$ cat src/design/wave_defines.vh
// Register indices, field positions, mode codes and limits for the
// waveform timer. Assumes it is included by bare name, definitions only.
`ifndef WAVE_TIMER_DEFINES_VH
`define WAVE_TIMER_DEFINES_VH

// Register indices; byte address is four times the index
`define IDX_CTRL_A      10'h0b0
`define IDX_CTRL_B      10'h0b1
`define IDX_COUNTER     10'h0b2
`define IDX_COMPARE_A   10'h0b3
`define IDX_COMPARE_B   10'h0b4
`define IDX_IRQ_STATUS  10'h0b8
`define IDX_IRQ_CLEAR   10'h0b9
`define IDX_IRQ_ENABLE  10'h0ba
`define IDX_PIN_DIR     10'h0bb

// Control A fields
`define CA_ACT_A_HI     7
`define CA_ACT_A_LO     6
`define CA_ACT_B_HI     5
`define CA_ACT_B_LO     4
`define CA_MODE_HI      1
`define CA_MODE_LO      0
// Control B fields
`define CB_FORCE_A      7
`define CB_FORCE_B      6
`define CB_MODE_HIGH    3
`define CB_CS_HI        2
`define CB_CS_LO        0
// Interrupt bits
`define IRQ_OVF         0
`define IRQ_MATCH_A     1
`define IRQ_MATCH_B     2

// Mode codes {high, low}
`define MODE_NORMAL     3'h0
`define MODE_PHASE_FF   3'h1
`define MODE_CTC        3'h2
`define MODE_FAST_FF    3'h3
`define MODE_PHASE_OCA  3'h5
`define MODE_FAST_OCA   3'h7

// Action codes
`define ACT_OFF         2'h0
`define ACT_TOGGLE      2'h1
`define ACT_CLEAR       2'h2
`define ACT_SET         2'h3

// Counter limits
`define CNT_MAX         8'hff
`define CNT_BOTTOM      8'h00
`define CNT_ONE         8'h01
`define RESET_BYTE      8'h00
`define CS_STOP         3'h0

`endif

$ cat src/design/wave_channel.v
// One compare-output channel: connection decode and output state.
// Assumes events arrive as one-cycle pulses from the timer core.
`include "wave_defines.vh"

module wave_channel #(
	parameter IS_CHAN_A = 1
) (
	// Clock and reset
	input  wire       clk,
	input  wire       arst_n,
	// Configuration
	input  wire [1:0] action,
	input  wire       mode_high,
	input  wire       mode_fast,
	input  wire       mode_phase,
	// Timer events
	input  wire       match,
	input  wire       force_match,
	input  wire       counting_up,
	input  wire       bottom_evt,
	input  wire       top_evt,
	input  wire       cmp_eq_top,
	// Result
	output wire       connected,
	output wire       wave
);

	reg  wave_r;
	reg  wave_nxt;
	wire pwm;
	wire toggle_ok;
	wire special;
	wire hit;

	////////////////////////////////////////////////////////////////////////
	assign pwm       = mode_fast | mode_phase;
	// Value 1 in PWM: channel B reserved, channel A needs the high mode bit
	assign toggle_ok = ~pwm | (IS_CHAN_A != 0 && mode_high);
	assign connected = (action == `ACT_TOGGLE) ? toggle_ok :
	                   (action != `ACT_OFF);
	// Compare at TOP with upper action bit: match dropped
	assign special   = pwm & action[1] & cmp_eq_top;
	assign hit       = match & ~special;
	assign wave      = wave_r;

	////////////////////////////////////////////////////////////////////////
	always @* begin
		wave_nxt = wave_r;
		if (!pwm) begin
			if (hit | force_match) begin
				case (action)
				`ACT_TOGGLE: wave_nxt = ~wave_r;
				`ACT_CLEAR:  wave_nxt = 1'b0;
				`ACT_SET:    wave_nxt = 1'b1;
				default:     wave_nxt = wave_r;
				endcase
			end
		end else if (action == `ACT_TOGGLE) begin
			if (hit & toggle_ok)
				wave_nxt = ~wave_r;
		end else if (action[1]) begin
			if (mode_fast) begin
				if (bottom_evt)
					wave_nxt = ~action[0];
				else if (hit)
					wave_nxt = action[0];
			end else begin
				// Down-count result held at TOP keeps full duty
				if (special & top_evt)
					wave_nxt = ~action[0];
				else if (hit)
					wave_nxt = counting_up ? action[0] : ~action[0];
			end
		end
	end

	always @(posedge clk or negedge arst_n) begin
		if (!arst_n)
			wave_r <= 1'b0;
		else
			wave_r <= wave_nxt;
	end

endmodule

$ cat src/design/wave_timer.v
// Waveform timer: 8-bit counter, two compare channels, Avalon-MM slave.
// Assumes synchronous inputs on SYS_CLK and a word-aligned byte address.
`include "wave_defines.vh"

module wave_timer #(
	parameter ADDR_W = 12
) (
	// Clock and reset
	input  wire              SYS_CLK,
	input  wire              ARST_N,
	// Avalon-MM slave
	input  wire [ADDR_W-1:0] ADDRESS,
	input  wire              READ,
	input  wire              WRITE,
	input  wire [31:0]       WRITEDATA,
	input  wire [3:0]        BYTEENABLE,
	output wire [31:0]       READDATA,
	output wire              WAITREQUEST,
	// Timer tick from prescaler
	input  wire              TICK,
	// Ordinary port data for the two pins
	input  wire              PORT_DATA_A,
	input  wire              PORT_DATA_B,
	// Waveform pins
	output wire              WAVE_OUT_A,
	output wire              WAVE_OUT_A_OE,
	output wire              WAVE_OUT_B,
	output wire              WAVE_OUT_B_OE,
	// Interrupt
	output wire              IRQ
);

	////////////////////////////////////////////////////////////////////////
	// Mode helpers
	function is_fast;
		input [2:0] m;
		is_fast = (m == `MODE_FAST_FF) || (m == `MODE_FAST_OCA);
	endfunction

	function is_phase;
		input [2:0] m;
		is_phase = (m == `MODE_PHASE_FF) || (m == `MODE_PHASE_OCA);
	endfunction

	////////////////////////////////////////////////////////////////////////
	// Registers
	reg  [1:0]  act_a_r;
	reg  [1:0]  act_b_r;
	reg  [1:0]  mode_low_r;
	reg         mode_high_r;
	reg  [2:0]  cs_r;
	reg  [7:0]  cnt_r;
	reg  [7:0]  cnt_nxt;
	reg         up_r;
	reg         up_nxt;
	reg         block_r;
	reg  [7:0]  cmp_a_buf_r;
	reg  [7:0]  cmp_b_buf_r;
	reg  [7:0]  cmp_a_r;
	reg  [7:0]  cmp_b_r;
	reg  [2:0]  irq_stat_r;
	reg  [2:0]  irq_en_r;
	reg  [1:0]  pin_dir_r;
	reg         ack_r;
	reg  [7:0]  rdata_r;
	reg  [7:0]  rdata_nxt;
	reg         pin_a_r;
	reg         pin_b_r;

	wire [9:0]  idx;
	wire        wr_en;
	wire        rd_go;
	wire [7:0]  wd;
	wire [2:0]  mode;
	wire        fast;
	wire        phase;
	wire        nonpwm;
	wire [7:0]  top;
	wire        run;
	wire        at_top;
	wire        bottom_evt;
	wire        top_evt;
	wire        cmp_upd;
	wire        ovf_evt;
	wire        match_a;
	wire        match_b;
	wire        force_a;
	wire        force_b;
	wire        conn_a;
	wire        conn_b;
	wire        wave_a;
	wire        wave_b;
	wire [2:0]  irq_evt;
	wire [2:0]  irq_clr;

	////////////////////////////////////////////////////////////////////////
	// Bus slave: one wait cycle, answer on the second edge
	assign idx         = ADDRESS[ADDR_W-1:2];
	assign WAITREQUEST = (READ | WRITE) & ~ack_r;
	assign wr_en       = WRITE & ack_r & BYTEENABLE[0];
	assign rd_go       = READ & ~ack_r;
	assign wd          = WRITEDATA[7:0];
	assign READDATA    = {24'h000000, rdata_r};

	always @(posedge SYS_CLK or negedge ARST_N) begin
		if (!ARST_N)
			ack_r <= 1'b0;
		else
			ack_r <= (READ | WRITE) & ~ack_r;
	end

	always @* begin
		rdata_nxt = `RESET_BYTE;
		case (idx)
		`IDX_CTRL_A:
			rdata_nxt = {act_a_r, act_b_r, 2'h0, mode_low_r};
		`IDX_CTRL_B:
			rdata_nxt = {4'h0, mode_high_r, cs_r};
		`IDX_COUNTER:    rdata_nxt = cnt_r;
		`IDX_COMPARE_A:  rdata_nxt = cmp_a_buf_r;
		`IDX_COMPARE_B:  rdata_nxt = cmp_b_buf_r;
		`IDX_IRQ_STATUS: rdata_nxt = {5'h00, irq_stat_r};
		`IDX_IRQ_ENABLE: rdata_nxt = {5'h00, irq_en_r};
		`IDX_PIN_DIR:    rdata_nxt = {6'h00, pin_dir_r};
		default:         rdata_nxt = `RESET_BYTE;
		endcase
	end

	always @(posedge SYS_CLK or negedge ARST_N) begin
		if (!ARST_N)
			rdata_r <= `RESET_BYTE;
		else if (rd_go)
			rdata_r <= rdata_nxt;
	end

	////////////////////////////////////////////////////////////////////////
	// Control registers
	always @(posedge SYS_CLK or negedge ARST_N) begin
		if (!ARST_N) begin
			act_a_r     <= `ACT_OFF;
			act_b_r     <= `ACT_OFF;
			mode_low_r  <= 2'h0;
			mode_high_r <= 1'b0;
			cs_r        <= `CS_STOP;
			irq_en_r    <= 3'h0;
			pin_dir_r   <= 2'h0;
			cmp_a_buf_r <= `RESET_BYTE;
			cmp_b_buf_r <= `RESET_BYTE;
		end else if (wr_en) begin
			case (idx)
			`IDX_CTRL_A: begin
				act_a_r    <= wd[`CA_ACT_A_HI:`CA_ACT_A_LO];
				act_b_r    <= wd[`CA_ACT_B_HI:`CA_ACT_B_LO];
				mode_low_r <= wd[`CA_MODE_HI:`CA_MODE_LO];
			end
			`IDX_CTRL_B: begin
				mode_high_r <= wd[`CB_MODE_HIGH];
				cs_r        <= wd[`CB_CS_HI:`CB_CS_LO];
			end
			`IDX_COMPARE_A:  cmp_a_buf_r <= wd;
			`IDX_COMPARE_B:  cmp_b_buf_r <= wd;
			`IDX_IRQ_ENABLE: irq_en_r    <= wd[2:0];
			`IDX_PIN_DIR:    pin_dir_r   <= wd[1:0];
			default: begin
			end
			endcase
		end
	end

	// Strobes only, never stored
	assign force_a = wr_en & (idx == `IDX_CTRL_B) & wd[`CB_FORCE_A] & nonpwm;
	assign force_b = wr_en & (idx == `IDX_CTRL_B) & wd[`CB_FORCE_B] & nonpwm;

	////////////////////////////////////////////////////////////////////////
	// Mode decode
	assign mode   = {mode_high_r, mode_low_r};
	assign fast   = is_fast(mode);
	assign phase  = is_phase(mode);
	assign nonpwm = ~fast & ~phase;
	// Reserved modes 4 and 6 count like normal mode
	assign top    = (mode == `MODE_CTC || mode == `MODE_PHASE_OCA ||
	                 mode == `MODE_FAST_OCA) ? cmp_a_r : `CNT_MAX;

	////////////////////////////////////////////////////////////////////////
	// Counter
	assign run        = TICK & (cs_r != `CS_STOP);
	assign at_top     = (cnt_r == top);
	assign bottom_evt = run & fast & at_top;
	assign top_evt    = run & phase & up_r & at_top;

	always @* begin
		cnt_nxt = cnt_r;
		up_nxt  = up_r;
		if (wr_en && idx == `IDX_COUNTER) begin
			cnt_nxt = wd;
		end else if (run) begin
			if (phase) begin
				if (up_r) begin
					if (at_top) begin
						up_nxt  = 1'b0;
						cnt_nxt = (cnt_r == `CNT_BOTTOM) ? cnt_r : cnt_r - `CNT_ONE;
					end else begin
						cnt_nxt = cnt_r + `CNT_ONE;
					end
				end else if (cnt_r == `CNT_BOTTOM) begin
					up_nxt  = 1'b1;
					cnt_nxt = `CNT_ONE;
				end else begin
					cnt_nxt = cnt_r - `CNT_ONE;
				end
			end else begin
				up_nxt  = 1'b1;
				cnt_nxt = at_top ? `CNT_BOTTOM : cnt_r + `CNT_ONE;
			end
		end
	end

	always @(posedge SYS_CLK or negedge ARST_N) begin
		if (!ARST_N) begin
			cnt_r   <= `CNT_BOTTOM;
			up_r    <= 1'b1;
			block_r <= 1'b0;
		end else begin
			cnt_r <= cnt_nxt;
			up_r  <= up_nxt;
			// A counter write suppresses the match on the next tick
			if (wr_en && idx == `IDX_COUNTER)
				block_r <= 1'b1;
			else if (run)
				block_r <= 1'b0;
		end
	end

	////////////////////////////////////////////////////////////////////////
	// Compare buffers and events
	assign cmp_upd = nonpwm | bottom_evt | top_evt;

	always @(posedge SYS_CLK or negedge ARST_N) begin
		if (!ARST_N) begin
			cmp_a_r <= `RESET_BYTE;
			cmp_b_r <= `RESET_BYTE;
		end else if (cmp_upd) begin
			cmp_a_r <= cmp_a_buf_r;
			cmp_b_r <= cmp_b_buf_r;
		end
	end

	assign match_a = run & ~block_r & (cnt_r == cmp_a_r);
	assign match_b = run & ~block_r & (cnt_r == cmp_b_r);
	assign ovf_evt = run & (phase ? (~up_r & (cnt_r == `CNT_BOTTOM)) :
	                 (mode == `MODE_FAST_OCA) ? at_top : (cnt_r == `CNT_MAX));

	////////////////////////////////////////////////////////////////////////
	// Channels
	wave_channel #(
		.IS_CHAN_A (1)
	) u_chan_a (
		.clk         (SYS_CLK),
		.arst_n      (ARST_N),
		.action      (act_a_r),
		.mode_high   (mode_high_r),
		.mode_fast   (fast),
		.mode_phase  (phase),
		.match       (match_a),
		.force_match (force_a),
		.counting_up (up_r),
		.bottom_evt  (bottom_evt),
		.top_evt     (top_evt),
		.cmp_eq_top  (cmp_a_r == top),
		.connected   (conn_a),
		.wave        (wave_a)
	);

	wave_channel #(
		.IS_CHAN_A (0)
	) u_chan_b (
		.clk         (SYS_CLK),
		.arst_n      (ARST_N),
		.action      (act_b_r),
		.mode_high   (mode_high_r),
		.mode_fast   (fast),
		.mode_phase  (phase),
		.match       (match_b),
		.force_match (force_b),
		.counting_up (up_r),
		.bottom_evt  (bottom_evt),
		.top_evt     (top_evt),
		.cmp_eq_top  (cmp_b_r == top),
		.connected   (conn_b),
		.wave        (wave_b)
	);

	////////////////////////////////////////////////////////////////////////
	// Pins: registered mux, one cycle behind the channel state
	always @(posedge SYS_CLK or negedge ARST_N) begin
		if (!ARST_N) begin
			pin_a_r <= 1'b0;
			pin_b_r <= 1'b0;
		end else begin
			pin_a_r <= conn_a ? wave_a : PORT_DATA_A;
			pin_b_r <= conn_b ? wave_b : PORT_DATA_B;
		end
	end

	assign WAVE_OUT_A    = pin_a_r;
	assign WAVE_OUT_A_OE = pin_dir_r[0];
	assign WAVE_OUT_B    = pin_b_r;
	assign WAVE_OUT_B_OE = pin_dir_r[1];

	////////////////////////////////////////////////////////////////////////
	// Interrupt status: set wins over clear; force raises nothing
	assign irq_evt = {match_b, match_a, ovf_evt};
	assign irq_clr = (wr_en && idx == `IDX_IRQ_CLEAR) ? wd[2:0] : 3'h0;

	always @(posedge SYS_CLK or negedge ARST_N) begin
		if (!ARST_N)
			irq_stat_r <= 3'h0;
		else
			irq_stat_r <= irq_evt | (irq_stat_r & ~irq_clr);
	end

	assign IRQ = |(irq_stat_r & irq_en_r);

endmodule

$ cat config.mk
export PLATFORM = sky130hd
export DESIGN_NAME = wave_timer
export DESIGN_NICKNAME = d
export VERILOG_FILES = /design/src/design/wave_channel.v /design/src/design/wave_timer.v
export VERILOG_INCLUDE_DIRS = /design/src /design/src/design
export SDC_FILE = /design/constraint.sdc
export NUM_CORES = 1
export LEC_CHECK = 0
export ABC_AREA = 1
export BUFFER_PORTS_ARGS = -buffer_cell sky130_fd_sc_hd__clkbuf_2
export CORE_MARGIN = 2
export CORE_UTILIZATION = 54
export DETAILED_ROUTE_END_ITERATION = 6
export GPL_TIMING_DRIVEN = 0
export PLACE_DENSITY = 0.8
export SYNTH_ARGS = -nofsm -noshare
export SYNTH_HDL_FRONTEND = slang
export SYNTH_SLANG_ARGS = --single-unit
$ cat constraint.sdc
create_clock -name SYS_CLK -period 2.5 [get_ports SYS_CLK]
set_input_delay 0 -clock SYS_CLK [delete_from_list [all_inputs] [get_ports SYS_CLK]]
set_output_delay 0 -clock SYS_CLK [all_outputs]
set_load 0.05 [all_outputs]
==> results.md, run 1 <==
* Status: finished, violations left
* Failing checks: hold timing
* ANT cells at 0
* Max_cap viols at 0
* R2r startpoint: mode_low_r[0]$_DFFE_PN0P_
* Final worst slack at 92.29 ps
* Fraction of registers with async set/reset at 1.000
* Worst Path Buf+Inv at 3
* #FFs+latches synth at 73
* Antenna violations before repair at 0
* Clock Latency Late Sink at 360 ps
* Kind of critical path: reg -> reg
* Pre-CTS setup slack at -56.81 ps
* Clock transition at path regs at 80 ps
* Routed WL at 14670 um
* CTS H-tree depth at 3
* Synthesized area at 5019 um^2
* Unrepaired setup endpoints after global routing: true
* Antenna-violating nets left at 0
* Drt pass-1 iters at 6
* Layout cell share with drive strength beyond 1 at 0.1753
* Final setup vio count at 0
* Netlist cell types at 52
* CP Cell Sequence: buf_6 > nand2_2 > buf_4 > nand4_1 > nand2_1 > nand3_4 > o31ai_4 > nand2_4 > clkinv_2 > a21oi_1 > nand2_1 > o21ai_0
* Maximum vdd drop at 0.4128 mV
* Final slew viol count at 0
* Leak Pwr at 2.781 nW
* Synth warn at 0
* Clk sinks at 73
* CTS tree: yes
* Worst clock skew at 8.758 ps
* Root buffer cell: clkbuf_8
* Post-synthesis sequential area ratio at 0.3642
* Power Density at 478.3 nW/um^2
* CP required at 2730 ps
* DRC at 0
* Hold EP: block_r$_DFFE_PN0P_
* Synth Instances at 703
* Share of the clock period used by the worst path at 0.9631
* CP peak stage delay at 380 ps
* CP startpoint kind: flop
* Layout area overhead at 15.53%
* Element type at the critical path end: flop
* Chip width at 100.4 um
* DR WL/cell at 16.23 um
* Cts bufs inserted at 9
* RR Endpoint: cnt_r[6]$_DFFE_PN0P_
* 1st-iter DRT viols at 493
* Pwr Total at 2.773 mW
* Most common cell after layout, fill and taps aside: nand2_1
* Worst slew margin at 0.5073
* Worst-margin pin slew at 736.3 ps
* First-pass GRT wire length at 23270 um
* CP most frequent cell: nand2_1
* Slowest CP cell: dfrtp_1
* Largest net degree at the start of global routing at 42
* Worst R2R Path Depth at 12
* Max Clock Freq at 0.4153 GHz
* I/O pin cnt at 93
* Hold path cells at 4
* Area of the multi-input gates at 2629 um^2
* PortBufs at 39
* Hold Crit Class: in -> reg
* EDFF count, synth at 0
* Top Family by Delay on Critical Path: simple AND/OR/NAND/NOR gates
* Die height at 100.4 um
* Nets at 848
* Fillers at 847
* Reg2Reg Setup Slack at 90 ps
* Most frequent cells in the layout: nand2_1, inv_1, o21ai_0
* Final Critical Period at 2408 ps
* Die area at 10080 um^2
* CP Launch Point: mode_low_r[0]$_DFFE_PN0P_
* Vias per inst at 5.681
* Critical Path AT at 2640 ps
* GP Congestion at 0.9950
* Grt ovf at 0
* Worst hold start: TICK
* HPWL Detailed at 11210 um
* Synth Flop Type: dfrtp_1
* Core Box Area at 9109 um^2
* # rows at 35
* Vias in the first global route at 4558
* Top-area cell type share of the netlist area at 0.3590
* Syn avg cell area at 7.139 um^2
* Final hold violations at 1
* Vias at 5136
* Clock Path Buffers at 2
* Top cells by area, synth: dfrtp_1, nand2_1, o21ai_0, inv_1, nand3_1
* Seq. cell area at 1832 um^2
* Critical-path maximum fanout at 10
* Initial Util at 0.5510
* GRT Util Overall at 0.3018
* Hold_ws at -12.95 ps
* Leading area contributor after synthesis: dfrtp_1
-- Yosys cell counts (5+ instances only) --
master and instances:
clkbuf_1 8, nor2_1 48, a21oi_1 24, ha_1 5, nand3_1 39, nand2_2 7, mux2_2 6, xor2_1 10
nand4_1 19, buf_2 5, buf_4 26, nor3_1 11, inv_1 92, nand2_1 179, dfrtp_1 72, o22ai_1 14
o21ai_1 6, o21ai_0 77
-- registers in the layout, indices dropped and copies added, names as in the netlist, 2 cells and up --
signal	count
cmp_a_buf_r	8
cmp_a_r	8
cmp_b_buf_r	8
cmp_b_r	8
cnt_r	8
rdata_r	8
cs_r	3
irq_en_r	3
irq_stat_r	3
act_a_r	2
act_b_r	2
mode_low_r	2
pin_dir_r	2
-- worst min-delay path, stage by stage --
cell,delay (ps)
clkbuf_2,90
o31ai_2,100
nand2_1,70
nand2_1,50
-- logic make-up (layout without fill, tap and decap cells) --
logic type / after synthesis / count (layout) / synth area share
xor+xnor: 13 / 13 / 0.02269
other cells: 1 / 24 / 0.0007472
fa+ha+maj: 5 / 5 / 0.01247
compound gates: 145 / 145 / 0.1663
buf+inv: 139 / 206 / 0.1326
flops: 73 / 73 / 0.3642
mux: 6 / 6 / 0.01346
simple gates: 321 / 321 / 0.2875
-- per-stage QoR --
stage                     std cells  instance area, um^2  utilization  hold WS, ps  setup TNS, ps
after floorplan                 726                 5105            -       -295.6              0
after global placement          876                 5439       0.5971        217.1         -11.89
after detailed placement        877                 5461       0.5996        10.87         -71.96
after CTS                       900                 5742       0.6304        9.850              0
after global routing            904                 5798       0.6365        8.993         -25.43
final                           904                 5798       0.6365       -12.95              0
-- what timing repair did --
item / 4_1_cts / 5_1_grt
pin swaps: 0 / 0
hold buffers: 7 / 0
setup buffers: 0 / 4
gates resized for setup: 2 / 10
hold endpoints to repair: 40 / 0
setup endpoints to repair: 2 / 7
-- metal layers --
metal  up-vias  global-route usage  wire, um
met4         0              0.1201       386
met5         -                   0         0
met1      2373              0.4258      6107
li1       2447                   -         -
met2       277              0.4827      6921
met3        39             0.02716      1259
-- final cells by class --
class                      instances  share of cell area
multi-input combinational        514              0.4534
sequential                        73              0.3159
inverter                          97             0.06582
timing repair buffer              51             0.05481
buffer                            42             0.04985
tap                              111             0.02395
clock buffer                      10             0.02201
clock inverter                     6             0.01424
-- power by group --
part	leakage [nW]	internal [mW]	total [mW]	switching, mW
clock network	0.106	0.557	1.01	0.454
logic	1.70	0.172	0.524	0.352
registers	0.973	1.21	1.24	0.0339
-- how the worst max path moves through the flow --
stage / cells after the start / slack (ps) / endpoint
2_1_floorplan: 11 / 530 / cnt_r[6]$_DFFE_PN0P_
3_3_place_gp: 11 / -10 / cnt_r[6]$_DFFE_PN0P_
3_5_place_dp: 11 / -60 / cnt_r[6]$_DFFE_PN0P_
4_1_cts: 11 / 30 / cnt_r[6]$_DFFE_PN0P_
5_1_grt: 18 / -30 / u_chan_b.wave$_DFFE_PN0P_
6_report: 12 / 90 / cnt_r[6]$_DFFE_PN0P_
Note: power is estimated with default switching activity, not from simulation.
==> run 2: changes to the inputs <==
--- a/config.mk
+++ b/config.mk
@@ -9,10 +9,10 @@
 export ABC_AREA = 1
 export BUFFER_PORTS_ARGS = -buffer_cell sky130_fd_sc_hd__clkbuf_2
 export CORE_MARGIN = 2
-export CORE_UTILIZATION = 54
+export CORE_UTILIZATION = 40
 export DETAILED_ROUTE_END_ITERATION = 6
 export GPL_TIMING_DRIVEN = 0
-export PLACE_DENSITY = 0.8
+export PLACE_DENSITY = 0.63
 export SYNTH_ARGS = -nofsm -noshare
 export SYNTH_HDL_FRONTEND = slang
 export SYNTH_SLANG_ARGS = --single-unit
==> run 2 against run 1 <==
Effect of this change: the flow now finishes without violations; sequential share of layout area is 1.3 points lower; non-clock buffer count is 3 higher; first-iteration DRC count fell by 14%; sequential cell count is the same; critical path type unchanged.
==> results.md, run 2 (synthesis results as in run 1) <==
* Layout cell share with drive strength beyond 1 at 0.1872 (+0.01190)
* Grt met2 use at 0.3973 (-0.08543)
* Power Density at 517.6 nW/um^2 (+8.2%)
* Clock transition at path regs at 60 ps (-20 ps)
* Status: finished, final reports clean
* Vias in the first global route at 4627 (+1.5%)
* Initial Util at 0.4144 (-0.1366)
* Setup TNS at 0 ps (unchanged)
* Largest net degree at the start of global routing at 60 (+43%)
* Clk sinks at 73 (unchanged)
* Grt ovf at 0 (unchanged)
* Clock Latency Late Sink at 340 ps (-20 ps)
* Layout area overhead at 20.49%
* # rows at 40 (+14%)
* First-pass GRT wire length at 24470 um (+5.2%)
* Hold Crit Class: in -> reg
* Max Clock Freq at 0.4262 GHz (+2.6%)
* HPWL Detailed at 11810 um (+5.4%)
* GRT busiest layer: met2
* DRC at 0 (unchanged)
* Vias at 5021 (-2.2%)
* Core Box Area at 12110 um^2 (+33%)
* PortBufs at 39 (unchanged)
* Critical-path maximum fanout at 8 (-2)
* Worst clock skew at 6.786 ps (-1.972 ps)
* Nets at 851 (+0.35%)
* Worst slew margin at 0.4604 (-0.04687)
* Most frequent cells in the layout: nand2_1, inv_1, o21ai_0
* Antenna-violating nets left at 0 (unchanged)
* Vias per inst at 5.209 (-8.3%)
* Antenna violations before repair at 0 (unchanged)
* CP required at 2710 ps (-20 ps)
* Unrepaired setup endpoints after global routing: false
* R2r startpoint: cnt_r[0]$_DFFE_PN0P_
* I/O pin cnt at 93 (unchanged)
* Final slew viol count at 0 (unchanged)
* Final hold violations at 0 (-1)
* GRT Util Overall at 0.2390 (-0.06273)
* Pwr Total at 3.130 mW (+13%)
* Cts bufs inserted at 9 (unchanged)
* Die height at 116.0 um (+16%)
* Drt pass-1 iters at 7 (+1)
* Die area at 13460 um^2 (+33%)
* Max_cap viols at 0 (unchanged)
* Share of the clock period used by the worst path at 0.9384 (-0.02466)
* GP Congestion at 0.9444 (-5.1%)
* Routed WL at 15510 um (+5.7%)
* CP Launch Point: cnt_r[0]$_DFFE_PN0P_
* Element type at the critical path end: flop
* ANT cells at 0 (unchanged)
* CTS H-tree depth at 3 (unchanged)
* DR WL/cell at 16.09 um (-0.89%)
* Critical Path AT at 2560 ps (-80 ps)
* Grt met1 use at 0.3234 (-0.1024)
* Leak Pwr at 2.837 nW (+2.0%)
* Final setup vio count at 0 (unchanged)
* Maximum vdd drop at 0.3202 mV (-22%)
* Clock Path Buffers at 2 (unchanged)
* 1st-iter DRT viols at 424 (-14%)
* Met3 Use GR at 0.03138 (+0.004222)
* CP startpoint kind: flop
* Worst-margin pin slew at 802.7 ps (+66.35 ps)
* Final Critical Period at 2346 ps (-61.65 ps)
* CTS tree: yes
* Kind of critical path: reg -> reg
* Chip width at 116.0 um (+16%)
* Worst hold start: TICK
* Most common cell after layout, fill and taps aside: nand2_1
* Root buffer cell: clkbuf_16
run 2: cell types whose count changed in the layout (fill, tap and decap cells not counted), moves of 3 or more:
cell / delta
buf_4: +4
clkbuf_16: +9
clkbuf_8: -6
inv_1: -3
run 2: power by group:
group / internal, mW / switching [mW] / total [mW]
combinational: 0.180 / 0.364 / 0.544
clock: 0.852 / 0.494 / 1.35
sequential: 1.21 / 0.0346 / 1.24
run 2: critical path, cell delays in order (launching register included):
cell      delay, ps
dfrtp_1         500
inv_2           210
ha_1            260
nand2_1         100
nor2_2          190
nand3_2         190
o31ai_4         350
nand2_4         130
clkinv_2        100
a21oi_1          50
nand2_1          70
o21ai_0          70
run 2: layer usage:
layer | vias up | wire length (um) | share of wire
met4 | 0 | 351 | 0.023
met2 | 211 | 7343 | 0.47
met1 | 2336 | 6803 | 0.44
met5 | - | 0 | 0
met3 | 31 | 1010 | 0.065
li1 | 2443 | - | -
run 2: path summary, 6_finish.rpt:
| kind | slack [ps] | depth (start not counted) | endpoint |
|---|---|---|---|
| max | 150 | 11 | cnt_r[6]$_DFFE_PN0P_ |
| max in group asynchronous | 1780 | 3 | up_r$_DFFE_PN1P_ |
| max reg2reg | 150 | 11 | cnt_r[6]$_DFFE_PN0P_ |
| min reg2reg | 480 | 2 | block_r$_DFFE_PN0P_ |
| min in group asynchronous | 110 | 2 | irq_en_r[1]$_DFFE_PN0P_ |
| min | 4 | 4 | block_r$_DFFE_PN0P_ |
run 2: what timing repair did:
item | in CTS | in global routing
endpoints found under the hold margin | 75 | 0
hold buffers | 5 | 0
buffers inserted | 0 | 9
setup endpoints to repair | 1 | 21
gates resized for setup | 1 | 20
run 2: metrics by stage:
stage	instances	hold slack, ps	cell area, um^2	setup slack (ps)	utilization
global route	964	24.18	6047	11.00	0.4993
global placement	933	215.9	5510	13.46	0.4550
CTS	955	6.749	5907	7.359	0.4877
finish	964	4.162	6047	153.9	0.4993
detailed placement	934	-93.78	5540	10.26	0.4574
floorplan	726	-295.6	5105	530.6	-
run 2: cell type report:
cell class              instances  area [um^2]
repair buffers                 54        342.8
well taps                     168        210.2
clock buffers                  12        266.5
multi-input cells             514         2671
plain buffers                  42        291.5
clock inverters                 4        50.05
flip-flops and latches         73         1829
inverters                      97        385.4
fillers                      1245         6065
==> run 3: changes to the inputs <==
--- a/config.mk
+++ b/config.mk
@@ -8,11 +8,13 @@
 export LEC_CHECK = 0
 export ABC_AREA = 1
 export BUFFER_PORTS_ARGS = -buffer_cell sky130_fd_sc_hd__clkbuf_2
+export CELL_PAD_IN_SITES_DETAIL_PLACEMENT = 2
+export CELL_PAD_IN_SITES_GLOBAL_PLACEMENT = 2
 export CORE_MARGIN = 2
-export CORE_UTILIZATION = 40
+export CORE_UTILIZATION = 31
 export DETAILED_ROUTE_END_ITERATION = 6
 export GPL_TIMING_DRIVEN = 0
-export PLACE_DENSITY = 0.63
+export PLACE_DENSITY = 0.82
 export SYNTH_ARGS = -nofsm -noshare
 export SYNTH_HDL_FRONTEND = slang
 export SYNTH_SLANG_ARGS = --single-unit
==> run 3 against run 2 <==
Effect of this change: register-to-register slack worse by 150 ps; critical endpoint unchanged; highest routed layer unchanged; via count is 7.1% higher; largest power group unchanged; design area is 2.8% higher; first-iteration DRC count is 18% lower; sequential power hardly changed.
==> results.md, run 3 (synthesis results as in run 1) <==
* HPWL Detailed at 15300 um (+30%)
* GP Congestion at 0.8668 (-8.2%)
* Power share of the combinational group at 0.173 (about the same)
* Area of the multi-input gates at 2700 um^2 (+1.1%)
* DR WL/cell at 21.29 um (+32%)
* Nets at 857 (+0.71%)
* Routed WL at 21680 um (+40%)
* Clock transition at path regs at 70 ps (about the same)
* Clock Latency Late Sink at 360 ps (+20 ps)
* Max_cap viols at 0 (unchanged)
* Final hold violations at 0 (unchanged)
* Power Density at 541.5 nW/um^2 (+4.6%)
* Die height at 131.2 um (+13%)
* Internal at 2.327 mW (+3.9%)
* Pwr Total at 3.365 mW (+7.5%)
* P_sw at 1.038 mW (+16%)
* ANT cells at 0 (unchanged)
* Flop pwr share at 0.369 (-0.027)
* Element type at the critical path end: flop
* CTS tree: yes
* # rows at 46 (+15%)
* Core Box Area at 15830 um^2 (+31%)
* Clock Path Buffers at 2 (unchanged)
* Most frequent cells in the layout: nand2_1, inv_1, o21ai_0
* Antenna violations before repair at 0 (unchanged)
* Finished Cell Area at 6215 um^2 (+2.8%)
* I/O pin cnt at 93 (unchanged)
* Layout cell share with drive strength beyond 1 at 0.2057 (+0.01855)
* Clk pwr share at 0.457 (+0.027)
* Switching share of power at 0.3086 (+0.02366)
* Maximum vdd drop at 0.3418 mV (+6.7%)
* Critical-path maximum fanout at 10 (+2)
* Drt pass-1 iters at 5 (-2)
* Vias in the first global route at 5749 (+24%)
* Root buffer cell: clkbuf_16
* Die area at 17220 um^2 (+28%)
* Hold Crit Class: in -> reg
* Seq. cell area at 1832 um^2 (+0.14%)
* Final slew viol count at 0 (unchanged)
* Initial Util at 0.3171 (-0.09728)
* Antenna-violating nets left at 0 (unchanged)
* Grt ovf at 0 (unchanged)
* Worst clock skew at 13.04 ps (+6.253 ps)
* Status: finished, final reports clean
* PortBufs at 39 (unchanged)
* First-pass GRT wire length at 32540 um (+33%)
* GRT Util Overall at 0.2429 (+0.003839)
* DRC at 0 (unchanged)
* Vias per inst at 5.285 (+1.5%)
* Most common cell after layout, fill and taps aside: nand2_1
* Worst slew margin at 0.4791 (+0.01869)
* CP Cell Sequence: buf_8 > clkinv_8 > nand2_4 > buf_8 > nand3_4 > nand2_2 > nand2_2 > nor2_4 > nand3_4 > o31ai_4 > nand2_4 > clkinv_2 > a21oi_1 > nand2_1 > o21ai_0
* Clk sinks at 73 (unchanged)
* Fillers at 1894 (+52%)
* CP peak stage delay at 360 ps (-140 ps)
* Hold_ws at 19.24 ps (+15.08 ps)
* Largest net degree at the start of global routing at 47 (-22%)
* CP required at 2720 ps (about the same)
* Leak Pwr at 2.901 nW (+2.3%)
* CTS H-tree depth at 3 (unchanged)
* 1st-iter DRT viols at 348 (-18%)
* Final Critical Period at 2493 ps (+147.4 ps)
* Placed inst area at 5600 um^2 (+1.1%)
* Kind of critical path: reg -> reg
* Cts bufs inserted at 9 (unchanged)
* CP startpoint kind: flop
* Chip width at 131.2 um (+13%)
* Vias at 5380 (+7.1%)
* Share of the clock period used by the worst path at 0.9974 (+0.05896)
* Max Clock Freq at 0.4011 GHz (-5.9%)
* Slowest CP cell: dfrtp_1
* Layout area overhead at 23.83%
* Final setup vio count at 0 (unchanged)
* Worst-margin pin slew at 774.9 ps (-27.81 ps)
* Critical Path AT at 2710 ps (+150 ps)
[run 3: cell types whose count changed in the layout (fill, tap and decap cells not counted), sizes merged]
| cell | before | now |
|---|---|---|
| inv | 92 | 94 |
| bufinv | 1 | 2 |
| clkinvlp | 4 | 3 |
| clkinv | 4 | 3 |
| buf | 44 | 49 |
[run 3: repair_timing]
| action | CTS | global route |
|---|---|---|
| gates cloned | 0 | 0 |
| hold buffers | 5 | 0 |
| pin swaps | 0 | 4 |
| endpoints found under the hold margin | 32 | 0 |
| buffers inserted | 0 | 15 |
| gates resized for setup | 6 | 28 |
| endpoints found under the setup margin | 16 | 24 |
[run 3: per-stage QoR]
step	worst slack (ps)	utilization	TNS [ps]	cells
after floorplan	530.6	-	0	726
after global placement	-15.07	0.3519	-22.14	981
after detailed placement	-110.1	0.3538	-1013	982
after CTS	9.500	0.3794	0	1003
after global routing	-169.9	0.3926	-643.6	1018
final	6.551	0.3926	0	1018
[run 3: final cells by class]
type / instances / area share
clock inverters: 5 / 0.01369
well taps: 216 / 0.04349
repair buffers: 60 / 0.06241
flip-flops and latches: 73 / 0.2947
plain buffers: 42 / 0.04812
inverters: 97 / 0.06241
clock buffers: 11 / 0.04067
multi-input cells: 514 / 0.4345
[run 3: worst paths after layout]
| check | slack [ps] | start | endpoint | depth (start not counted) |
|---|---|---|---|---|
| max | 7 | mode_low_r[0]$_DFFE_PN0P_ | cnt_r[6]$_DFFE_PN0P_ | 15 |
| min | 20 | WRITEDATA[1] | cnt_r[1]$_DFFE_PN0P_ | 3 |
| max reg2reg | 7 | mode_low_r[0]$_DFFE_PN0P_ | cnt_r[6]$_DFFE_PN0P_ | 15 |
| min reg2reg | 500 | cmp_a_buf_r[1]$_DFFE_PN0P_ | cmp_a_buf_r[1]$_DFFE_PN0P_ | 2 |
| max in group asynchronous | 1670 | ARST_N | up_r$_DFFE_PN1P_ | 3 |
| min in group asynchronous | 150 | ARST_N | cnt_r[3]$_DFFE_PN0P_ | 2 |
[run 3: worst max-delay path, delay by kind of cell (launching register included)]
| kind | cells | cell delay (ps) |
|---|---|---|
| and+or+nand+nor | 8 | 920 |
| DFF | 1 | 360 |
| AOI/OAI and AO/OA | 3 | 530 |
| buffers and inverters | 4 | 540 |
[run 3: power by group through the flow]
| stage | clock [mW] | sequential [mW] | combinational (mW) |
|---|---|---|---|
| 4_1_cts | 1.54 | 1.24 | 0.529 |
| 3_3_place_gp | 0 | 1.26 | 0.490 |
| 6_report | 1.54 | 1.24 | 0.583 |
| 5_1_grt | 1.59 | 1.24 | 0.628 |
| 2_1_floorplan | 0 | 1.25 | 0.351 |
| 3_5_place_dp | 0 | 1.26 | 0.519 |
[run 3: layer usage]
| layer | up-vias | GRT usage | part of all wire |
|---|---|---|---|
| met1 | 2722 | 0.3066 | 0.42 |
| met5 | - | 0 | 0 |
| met3 | 45 | 0.03434 | 0.041 |
| met2 | 151 | 0.4246 | 0.50 |
| li1 | 2462 | - | - |
| met4 | 0 | 0.08514 | 0.034 |
